### src/logic/i2cmas_defines.vh
`ifndef I2CMAS_DEFINES_VH
`define I2CMAS_DEFINES_VH

// Register byte offsets on the APB bus.
`define I2CMAS_OFS_CTRL 5'h00
`define I2CMAS_OFS_CTRL2 5'h04
`define I2CMAS_OFS_STAT 5'h08
`define I2CMAS_OFS_BUF 5'h0c
`define I2CMAS_OFS_RATE 5'h10

// Control register: module enable.
`define I2CMAS_CTRL_EN 0

// Control register two: requests and acknowledge bits.
`define I2CMAS_C2_START 0
`define I2CMAS_C2_RESTART 1
`define I2CMAS_C2_STOP 2
`define I2CMAS_C2_RECV 3
`define I2CMAS_C2_ACKSEND 4
`define I2CMAS_C2_ACKLVL 5
`define I2CMAS_C2_ACK_RECEIVED_STATUS 6

// Status register: flags, write one to clear bits 0 to 3; halt and begin are not cleared by a write.
`define I2CMAS_ST_EVENT 0
`define I2CMAS_ST_RXFULL 1
`define I2CMAS_ST_WRITE_COLLISION_FLAG 2
`define I2CMAS_ST_BCOL 3
`define I2CMAS_ST_HALT 4
`define I2CMAS_ST_BEGIN 5

// Reset value of the rate reload register.
`define I2CMAS_RATE_RST 8'h09

`endif

### src/logic/i2cmas_top.v
// Functional notes
// - In receive, after eighth falling SCL edge set event flag and buffer full.
// - After address byte, store slave acknowledge and set event after ninth clock.
// - Ack request pulls SCL low and drives the selected ack level.
// - Ack level is chosen before the acknowledge sequence starts.
// - Ack: SCL low one period, release, wait high, one period, pull low.
// - Ack end clears its request and goes idle; the rate counter keeps running.
// - Buffer write during ack or stop is dropped and sets write collision.
// - Stop: SDA low, count once, release SCL, one period later release SDA.
// - SDA high with SCL high sets halt flag; period later event, request clear.
// - Reset or disable aborts transfer and clears halt and begin flags.
// - A Stop seen on a busy bus while the master is idle sets the event flag.
// - Released SDA sampled low with SCL high sets bus collision, goes idle.
// - Collision in a byte halts shifting, clears buffer full, frees lines.
// - Collision in a condition aborts it and clears its request bits.
// - After collision a buffer write starts from the first bit.
// - Start with SDA or SCL already low aborts and flags collision.
// - Start: SDA high loads counter; SCL low while SDA high is collision.
// - SDA low during first start count restarts counter, drives SDA early.
// - Second start count ignores SCL low; at its end SCL is pulled low.
// - Arbitration is checked in address, data, start and acknowledge.
// - Rate counter reloads from rate reload value; two counts per clock.
//
// The APB interface to the registers and the address map were left to the implementer.
`include "i2cmas_defines.vh"

module i2cmas_top #(
    parameter RATE_RST = `I2CMAS_RATE_RST
) (
    input wire clk,
    input wire rst,
    input wire psel,
    input wire penable,
    input wire pwrite,
    input wire [31:0] paddr,
    input wire [31:0] pwdata,
    output reg [31:0] prdata,
    output reg pready,
    output reg pslverr,
    input wire scl_i,
    output reg scl_o,
    output reg scl_oe,
    input wire sda_i,
    output reg sda_o,
    output reg sda_oe
);

    localparam S_IDLE = 4'h0;
    localparam S_ST_A = 4'h1;
    localparam S_ST_B = 4'h2;
    localparam S_XLO = 4'h3;
    localparam S_XRISE = 4'h4;
    localparam S_XHI = 4'h5;
    localparam S_SP_A = 4'h6;
    localparam S_SP_B = 4'h7;
    localparam S_SP_C = 4'h8;
    localparam S_SP_D = 4'h9;
    localparam S_SP_E = 4'ha;
    localparam M_TX = 2'h0;
    localparam M_RX = 2'h1;
    localparam M_ACK = 2'h2;
    reg [3:0] state_q;
    reg [1:0] mode_q;
    reg [3:0] bit_q;
    reg [7:0] cnt_q;
    reg [7:0] rate_q;
    reg [7:0] buf_q;
    reg [7:0] shift_q;
    reg en_q;
    reg start_q;
    reg restart_q;
    reg stop_q;
    reg recv_q;
    reg acksend_q;
    reg acklvl_q;
    reg ack_received_status_q;
    reg event_q;
    reg rxfull_q;
    reg write_collision_flag_q;
    reg bcol_q;
    reg halt_q;
    reg begin_q;
    reg scl_m_q;
    reg scl_s_q;
    reg sda_m_q;
    reg sda_s_q;
    reg sda_p_q;
    wire [4:0] addr = paddr[4:0];
    wire acc = psel && penable && pready;
    wire wr = acc && pwrite;
    wire rd = acc && !pwrite;
    wire wr_ctrl = wr && addr == `I2CMAS_OFS_CTRL;
    wire wr_c2 = wr && addr == `I2CMAS_OFS_CTRL2;
    wire wr_stat = wr && addr == `I2CMAS_OFS_STAT;
    wire wr_buf = wr && addr == `I2CMAS_OFS_BUF;
    wire wr_rate = wr && addr == `I2CMAS_OFS_RATE;
    wire rd_buf = rd && addr == `I2CMAS_OFS_BUF;
    wire tick = cnt_q == 8'h00;
    wire out_bit = (mode_q == M_TX) ? shift_q[7] :
                   (mode_q == M_ACK) ? acklvl_q : 1'b1;
    wire last_bit = (mode_q == M_TX) ? (bit_q == 4'h8) :
                    (mode_q == M_RX) ? (bit_q == 4'h7) : 1'b1;
    wire bus_start = sda_p_q && !sda_s_q && scl_s_q;
    wire bus_stop = !sda_p_q && sda_s_q && scl_s_q;
    function mapped;
        input [4:0] a;
        begin
            mapped = a == `I2CMAS_OFS_CTRL || a == `I2CMAS_OFS_CTRL2 ||
                     a == `I2CMAS_OFS_STAT || a == `I2CMAS_OFS_BUF ||
                     a == `I2CMAS_OFS_RATE;
        end
    endfunction

    function w1c;
        input [4:0] a;
        input w;
        input [31:0] d;
        input integer b;
        begin
            w1c = w && a == `I2CMAS_OFS_STAT && d[b];
        end
    endfunction
    // Pins come from outside the clock domain, so two flops first.
    always @(posedge clk) begin
        scl_o <= 1'b0;
        sda_o <= 1'b0;
        if (rst) begin
            scl_m_q <= 1'b1;
            scl_s_q <= 1'b1;
            sda_m_q <= 1'b1;
            sda_s_q <= 1'b1;
            sda_p_q <= 1'b1;
        end else begin
            scl_m_q <= scl_i;
            scl_s_q <= scl_m_q;
            sda_m_q <= sda_i;
            sda_s_q <= sda_m_q;
            sda_p_q <= sda_s_q;
        end
    end

    always @(posedge clk) begin
        if (rst) begin
            pready <= 1'b0;
            pslverr <= 1'b0;
            prdata <= 32'h00000000;
        end else begin
            pready <= psel && penable && !pready;
            pslverr <= psel && penable && !pready && !mapped(addr);
            prdata <= 32'h00000000;
            if (psel && penable && !pready && !pwrite) begin
                case (addr)
                    `I2CMAS_OFS_CTRL: prdata[`I2CMAS_CTRL_EN] <= en_q;
                    `I2CMAS_OFS_CTRL2: prdata[6:0] <= {ack_received_status_q,
                        acklvl_q, acksend_q, recv_q, stop_q, restart_q,
                        start_q};
                    `I2CMAS_OFS_STAT: prdata[5:0] <= {begin_q, halt_q,
                        bcol_q, write_collision_flag_q, rxfull_q, event_q};
                    `I2CMAS_OFS_BUF: prdata[7:0] <= buf_q;
                    `I2CMAS_OFS_RATE: prdata[7:0] <= rate_q;
                    default: prdata <= 32'h00000000;
                endcase
            end
        end
    end

    always @(posedge clk) begin
        if (rst) begin
            state_q <= S_IDLE;
            mode_q <= M_TX;
            bit_q <= 4'h0;
            cnt_q <= 8'h00;
            rate_q <= RATE_RST[7:0];
            buf_q <= 8'h00;
            shift_q <= 8'h00;
            en_q <= 1'b0;
            start_q <= 1'b0;
            restart_q <= 1'b0;
            stop_q <= 1'b0;
            recv_q <= 1'b0;
            acksend_q <= 1'b0;
            acklvl_q <= 1'b0;
            ack_received_status_q <= 1'b0;
            event_q <= 1'b0;
            rxfull_q <= 1'b0;
            write_collision_flag_q <= 1'b0;
            bcol_q <= 1'b0;
            halt_q <= 1'b0;
            begin_q <= 1'b0;
            scl_oe <= 1'b0;
            sda_oe <= 1'b0;
        end else begin
            // Sticky flags: a hardware set below overrides this clear.
            if (w1c(addr, wr, pwdata, `I2CMAS_ST_EVENT))
                event_q <= 1'b0;
            if (w1c(addr, wr, pwdata, `I2CMAS_ST_RXFULL))
                rxfull_q <= 1'b0;
            if (w1c(addr, wr, pwdata, `I2CMAS_ST_WRITE_COLLISION_FLAG))
                write_collision_flag_q <= 1'b0;
            if (w1c(addr, wr, pwdata, `I2CMAS_ST_BCOL))
                bcol_q <= 1'b0;
            if (rd_buf)
                rxfull_q <= 1'b0;
            if (wr_ctrl)
                en_q <= pwdata[`I2CMAS_CTRL_EN];
            if (wr_rate)
                rate_q <= pwdata[7:0];
            if (wr_c2) begin
                acklvl_q <= pwdata[`I2CMAS_C2_ACKLVL];
                if (state_q == S_IDLE) begin
                    start_q <= pwdata[`I2CMAS_C2_START];
                    restart_q <= pwdata[`I2CMAS_C2_RESTART];
                    stop_q <= pwdata[`I2CMAS_C2_STOP];
                    recv_q <= pwdata[`I2CMAS_C2_RECV];
                    acksend_q <= pwdata[`I2CMAS_C2_ACKSEND];
                end
            end
            if (bus_start) begin
                begin_q <= 1'b1;
                halt_q <= 1'b0;
            end
            if (bus_stop) begin
                halt_q <= 1'b1;
                begin_q <= 1'b0;
                if (state_q == S_IDLE && begin_q)
                    event_q <= 1'b1;
            end
            cnt_q <= tick ? rate_q : cnt_q - 8'h01;
            if (wr_buf) begin
                if (state_q != S_IDLE || !en_q) begin
                    write_collision_flag_q <= 1'b1;
                end else begin
                    buf_q <= pwdata[7:0];
                    shift_q <= pwdata[7:0];
                    rxfull_q <= 1'b1;
                    mode_q <= M_TX;
                    bit_q <= 4'h0;
                    cnt_q <= rate_q;
                    scl_oe <= 1'b1;
                    state_q <= S_XLO;
                end
            end
            case (state_q)
                S_IDLE: begin
                    if (!en_q || wr_buf) begin
                        state_q <= (wr_buf && en_q) ? S_XLO : S_IDLE;
                    end else if (start_q) begin
                        if (!sda_s_q || !scl_s_q) begin
                            bcol_q <= 1'b1;
                            start_q <= 1'b0;
                        end else begin
                            cnt_q <= rate_q;
                            state_q <= S_ST_A;
                        end
                    end else if (stop_q) begin
                        sda_oe <= 1'b1;
                        state_q <= S_SP_A;
                    end else if (acksend_q) begin
                        mode_q <= M_ACK;
                        bit_q <= 4'h0;
                        scl_oe <= 1'b1;
                        sda_oe <= !acklvl_q;
                        cnt_q <= rate_q;
                        state_q <= S_XLO;
                    end else if (recv_q) begin
                        mode_q <= M_RX;
                        bit_q <= 4'h0;
                        scl_oe <= 1'b1;
                        sda_oe <= 1'b0;
                        cnt_q <= rate_q;
                        state_q <= S_XLO;
                    end
                end
                S_ST_A: begin
                    if (!sda_s_q) begin
                        sda_oe <= 1'b1;
                        cnt_q <= rate_q;
                        state_q <= S_ST_B;
                    end else if (!scl_s_q) begin
                        bcol_q <= 1'b1;
                        start_q <= 1'b0;
                        state_q <= S_IDLE;
                    end else if (tick) begin
                        sda_oe <= 1'b1;
                        state_q <= S_ST_B;
                    end
                end
                S_ST_B: begin
                    if (tick) begin
                        scl_oe <= 1'b1;
                        start_q <= 1'b0;
                        event_q <= 1'b1;
                        state_q <= S_IDLE;
                    end
                end
                S_XLO: begin
                    sda_oe <= !out_bit;
                    if (tick) begin
                        scl_oe <= 1'b0;
                        state_q <= S_XRISE;
                    end
                end
                S_XRISE: begin
                    // Waiting here lets a slave stretch the clock.
                    if (scl_s_q) begin
                        cnt_q <= rate_q;
                        state_q <= S_XHI;
                    end
                end
                S_XHI: begin
                    if (!sda_oe && !sda_s_q && mode_q != M_RX &&
                        !(mode_q == M_TX && bit_q == 4'h8)) begin
                        bcol_q <= 1'b1;
                        if (mode_q == M_TX)
                            rxfull_q <= 1'b0;
                        acksend_q <= 1'b0;
                        scl_oe <= 1'b0;
                        sda_oe <= 1'b0;
                        state_q <= S_IDLE;
                    end else if (tick) begin
                        scl_oe <= 1'b1;
                        cnt_q <= rate_q;
                        bit_q <= bit_q + 4'h1;
                        if (mode_q == M_TX)
                            shift_q <= {shift_q[6:0], 1'b1};
                        else
                            shift_q <= {shift_q[6:0], sda_s_q};
                        if (mode_q == M_TX && bit_q == 4'h7)
                            rxfull_q <= 1'b0;
                        if (last_bit) begin
                            state_q <= S_IDLE;
                            event_q <= 1'b1;
                            sda_oe <= 1'b0;
                            case (mode_q)
                                M_TX: ack_received_status_q <= sda_s_q;
                                M_RX: begin
                                    buf_q <= {shift_q[6:0], sda_s_q};
                                    rxfull_q <= 1'b1;
                                    recv_q <= 1'b0;
                                end
                                default: acksend_q <= 1'b0;
                            endcase
                        end else begin
                            state_q <= S_XLO;
                        end
                    end
                end
                S_SP_A: begin
                    if (!sda_s_q) begin
                        cnt_q <= rate_q;
                        state_q <= S_SP_B;
                    end
                end
                S_SP_B: begin
                    if (tick) begin
                        scl_oe <= 1'b0;
                        state_q <= S_SP_C;
                    end
                end
                S_SP_C: begin
                    if (tick) begin
                        sda_oe <= 1'b0;
                        state_q <= S_SP_D;
                    end
                end
                S_SP_D: begin
                    if (sda_s_q && scl_s_q) begin
                        cnt_q <= rate_q;
                        state_q <= S_SP_E;
                    end
                end
                S_SP_E: begin
                    if (tick) begin
                        stop_q <= 1'b0;
                        event_q <= 1'b1;
                        state_q <= S_IDLE;
                    end
                end
                default: state_q <= S_IDLE;
            endcase

            if (!en_q || (wr_ctrl && !pwdata[`I2CMAS_CTRL_EN])) begin
                state_q <= S_IDLE;
                scl_oe <= 1'b0;
                sda_oe <= 1'b0;
                halt_q <= 1'b0;
                begin_q <= 1'b0;
                start_q <= 1'b0;
                restart_q <= 1'b0;
                stop_q <= 1'b0;
                recv_q <= 1'b0;
                acksend_q <= 1'b0;
            end
        end
    end

endmodule

### config.mk
export PLATFORM = sky130hd
export DESIGN_NAME = i2cmas_top
export DESIGN_NICKNAME = d
export VERILOG_FILES = /design/src/logic/i2cmas_top.v
export VERILOG_INCLUDE_DIRS = /design/src /design/src/logic
export SDC_FILE = /design/constraint.sdc
export NUM_CORES = 1
export LEC_CHECK = 0
export BUFFER_PORTS_ARGS = -buffer_cell sky130_fd_sc_hd__buf_4
export CAP_MARGIN = 20
export CELL_PAD_IN_SITES_DETAIL_PLACEMENT = 0
export CELL_PAD_IN_SITES_GLOBAL_PLACEMENT = 1
export CORE_MARGIN = 2
export CORE_UTILIZATION = 42
export CTS_BUF_LIST = sky130_fd_sc_hd__clkbuf_16
export CTS_CLUSTER_DIAMETER = 80
export DETAILED_ROUTE_END_ITERATION = 8
export GPL_ROUTABILITY_DRIVEN = 0
export PLACE_DENSITY_LB_ADDON = 0.25
export RECOVER_POWER = 50
export SETUP_SLACK_MARGIN = 0.02
export SLEW_MARGIN = 40
export SYNTH_ARGS = -nofsm -noshare
export SYNTH_HDL_FRONTEND = slang
export SYNTH_SLANG_ARGS = --single-unit
### constraint.sdc
create_clock -name clk -period 4 [get_ports clk]
set_input_delay 0.6 -clock clk [delete_from_list [all_inputs] [get_ports clk]]
set_output_delay 0.6 -clock clk [all_outputs]
set_load 0.03 [all_outputs]
==> run summary <==
Synthesis instantiated 74 different standard cells from the library. The count of cells in the finished layout, fillers not included, comes to 712. Buffers inserted to repair hold after CTS numbered 0. The data arrival time of the worst path was 3.36 ns; the number of buffers added by the clock tree synthesis step was 9. For the global-route wire length before repair, the log shows 21.1 mm. The longest clock path from root to sink contains 2 buffers. The cell sitting at the root of the clock tree is a sky130_fd_sc_hd__clkbuf_16.

For the final number of max-transition violations, the log shows 54. The tree built by TritonCTS fans out to 73 sinks. STA classifies the critical path endpoint as a flop. The number of antenna violations at the first check in global routing is 0, and the worst slack on hold paths is 0.407 ns.

Required time of the critical path: 4.20 ns. Relative to the synthesized area, the layout overhead comes to 10.2%. Synthesis inferred 73 register bits.

The latest clock arrival within the worst-skew pair was 0.33 ns; the routed via count divided by cell count was 5.90. The time the worst path needs with I/O delays and setup is 3.16 ns, and the number of warnings printed during yosys synthesis is 0. For this design the ratio of total power to cell area is 428 mW/mm². Of the available clock period, the critical path in the final layout requires 78.9%. From bottom edge to top edge, the die measures 106 µm. Including well taps, the total number of placed cells is 696. The area occupied by registers was 0.00146 mm².

The critical path startpoint category was a primary input. The biggest area contributor in the post-synthesis netlist is sky130_fd_sc_hd__dfxtp_1. The run finished, with violations left. The tools report the number of violations of the max-capacitance limit as 1.

The total design power came out at 2.06 mW. The critical path is of the primary input to flop type. The depth of the CTS H-tree was 3. The average cell area after synthesis came out at 7.77 µm². By area the synthesized netlist is led by sky130_fd_sc_hd__dfxtp_1 (33%), sky130_fd_sc_hd__nand2_1 (5.7%), sky130_fd_sc_hd__nor2_1 (5.4%). For the pin with the worst max-slew slack, the measured transition is 2.41 ns. The logs give 0.0112 mm² for the die outline area and 1,049 for the number of fill cells. In this run the worst hold path is classified as flop to flop. Global routing finished with a remaining overflow of 0.

The tools report the area inside the core boundary as 0.0102 mm². The clock arrives with 0.00909 ns of skew. The leakage power was 1.73 nW; the share of post-route cells with drive strength above 1 was 10.8%.

Entering global routing, the biggest net connects 54 pins. Final hold violation count: 0. After floorplanning, the core was divided into 37 placement rows.

The peak clock frequency supported by timing came out at 317 MHz. The average wire length per cell after detail routing was 18.2 µm; the area taken by multi-input logic gates was 0.00255 mm². TritonCTS built the clock tree. For the initial core utilization, the log shows 42.9%. The first detailed-routing pass took 5 iterations. The post-detailed-placement half-perimeter wirelength is 9.09 mm, and the share of synthesized flip-flops with an asynchronous set or reset is 0%. Among all cell types in the netlist, the one instantiated most often is sky130_fd_sc_hd__dfxtp_1.

The peak fanout along the critical path is 53, and the number of cells upsized or downsized after cts is 0. The detail route stage leaves a number of antenna-violating nets equal to 0. The final number of setup-violating endpoints came out at 0.

Pin placement for this block handled 109 I/O pins. After detailed routing, the number of remaining DRC violations is 0. The final layout net count was 646; the die extent in x was 106 µm. Yosys mapped a number of flops with a built-in enable equal to 0. The slowest cell on the critical path was sky130_fd_sc_hd__clkbuf_1.

IR analysis of the VDD net gives a maximum drop of 0.234 mV. After clock tree synthesis, the clock-pin slew on the worst setup and hold paths is 0.06 ns. Summing the sequential cell areas from Yosys gives 33.5% of the chip area. During placement, the flow inserted port buffers numbering 31. In the synthesized netlist the dominant register cell turns out to be sky130_fd_sc_hd__dfxtp_1. By count the netlist is led by sky130_fd_sc_hd__dfxtp_1 (73), sky130_fd_sc_hd__nand2_1 (66), sky130_fd_sc_hd__nor2_1 (63). The tools report the total vias in the final route as 4,200. Global routing used 23.8% of the available tracks across all layers. After clock tree synthesis, the setup repair step added 0 buffers. The checks that failed: max-capacitance violations, max-slew violations. The netlist area before placement was 0.00437 mm²; the area fraction of the dominant cell type after synthesis was 33.5%. The logs give -60.7% for the normalized max-slew margin and 562 for the cell count after synthesis. The tools report the number of global-route vias before repair as 3,940. Setup repair after global routing left no endpoint under its margin.

In the final timing run, aggregate negative setup slack is 0 ns. The final layout contains routed wiring with a total length of 13.0 mm. By instance count, the cell type seen most on the critical path is sky130_fd_sc_hd__clkbuf_1. The DRC marker count from the first detailed-route iteration is 342, and the antenna diode count is 0. The biggest cell delay along the critical path works out to 1.68 ns.

The critical path goes through clkbuf_1, nor2_1, o21ai_0, clkbuf_1, nor3_1.
[metrics by stage]
step	setup slack, ns	utilization (%)	instance area, µm²
floorplan	1.51	-	4460
global placement	1.13	44.8	4560
detailed placement	1.02	44.8	4560
CTS	1.01	47.7	4860
global route	0.547	47.2	4810
finish	0.843	47.2	4810
[per-layer routing]
layer  up-vias  share of wire (%)  global-route usage (%)
met3        20                5.6                    3.37
met5         -                  0                       0
met1      2032                 45                    32.8
met2       141                 47                    38.1
li1       2007                  -                       -
met4         0                2.3                    8.55
[registers in the layout (all words and copies together), names as in the netlist, 2 cells and up]
register / count
mode_q: 2
rate_q: 8
state_q: 4
shift_q: 8
prdata: 8
bit_q: 4
buf_q: 8
cnt_q: 8
[power by group]
| part | total (mW) | internal (mW) | switching (mW) |
|---|---|---|---|
| sequential | 0.796 | 0.764 | 0.0320 |
| clock | 0.831 | 0.489 | 0.342 |
| combinational | 0.430 | 0.160 | 0.270 |
[kinds of logic (layout without fill, tap and decap cells)]
kind of cell | count (synthesis) | in the layout | synth area share [%]
AO/OA/AOI/OAI | 143 | 143 | 24.1
XOR/XNOR | 8 | 8 | 1.61
adder cells (fa/ha/maj) | 4 | 4 | 1.15
buffers and inverters | 86 | 75 | 10.3
flip-flops | 73 | 73 | 33.5
multiplexers | 9 | 9 | 2.06
other | 1 | 26 | 0.0859
AND/OR/NAND/NOR | 238 | 238 | 27.3
[cell usage in the layout (no fill, tap or decap), types with 4 or more instances in the layout]
| master | count |
|---|---|
| sky130_fd_sc_hd__a21o_1 | 4 |
| sky130_fd_sc_hd__a21oi_1 | 33 |
| sky130_fd_sc_hd__a221oi_1 | 8 |
| sky130_fd_sc_hd__a222oi_1 | 6 |
| sky130_fd_sc_hd__a22oi_1 | 4 |
| sky130_fd_sc_hd__a311oi_1 | 20 |
| sky130_fd_sc_hd__a31oi_1 | 10 |
| sky130_fd_sc_hd__and2_1 | 4 |
| sky130_fd_sc_hd__and3_1 | 6 |
| sky130_fd_sc_hd__buf_4 | 28 |
| sky130_fd_sc_hd__clkbuf_1 | 14 |
| sky130_fd_sc_hd__clkbuf_16 | 9 |
| sky130_fd_sc_hd__conb_1 | 26 |
| sky130_fd_sc_hd__dfxtp_1 | 73 |
| sky130_fd_sc_hd__ha_1 | 4 |
| sky130_fd_sc_hd__inv_1 | 16 |
| sky130_fd_sc_hd__mux2i_1 | 9 |
| sky130_fd_sc_hd__nand2_1 | 66 |
| sky130_fd_sc_hd__nand2b_1 | 7 |
| sky130_fd_sc_hd__nand3_1 | 21 |
| sky130_fd_sc_hd__nand3b_1 | 5 |
| sky130_fd_sc_hd__nand4_1 | 6 |
| sky130_fd_sc_hd__nor2_1 | 62 |
| sky130_fd_sc_hd__nor2b_1 | 14 |
| sky130_fd_sc_hd__nor3_1 | 15 |
| sky130_fd_sc_hd__o21ai_0 | 19 |
| sky130_fd_sc_hd__or2_2 | 7 |
| sky130_fd_sc_hd__or3_1 | 5 |
| sky130_fd_sc_hd__xor2_1 | 5 |
[area by class of cell]
class	instances	area share (%)
sequential	73	30.4
inverter	17	1.33
tap	136	3.54
clock inverter	7	1.59
clock buffer	9	4.68
multi-input combinational	428	53.0
timing repair buffer	42	5.46
[worst max-delay path, delay by kind of cell]
kind / cells / cell delay, ns
buffers and inverters: 2 / 2.07
AO/OA/AOI/OAI: 1 / 0.53
AND/OR/NAND/NOR: 2 / 0.13
[path summary, 6_finish.rpt]
| check | from | to | slack, ns | cells past startpoint |
|---|---|---|---|---|
| min | scl_m_q | scl_s_q | 0.41 | 1 |
| max reg2reg | state_q[1] | cnt_q[5] | 0.96 | 6 |
| min reg2reg | scl_m_q | scl_s_q | 0.41 | 1 |
| max | rst | acksend_q | 0.84 | 5 |
Power figures use the tool's default switching activity.
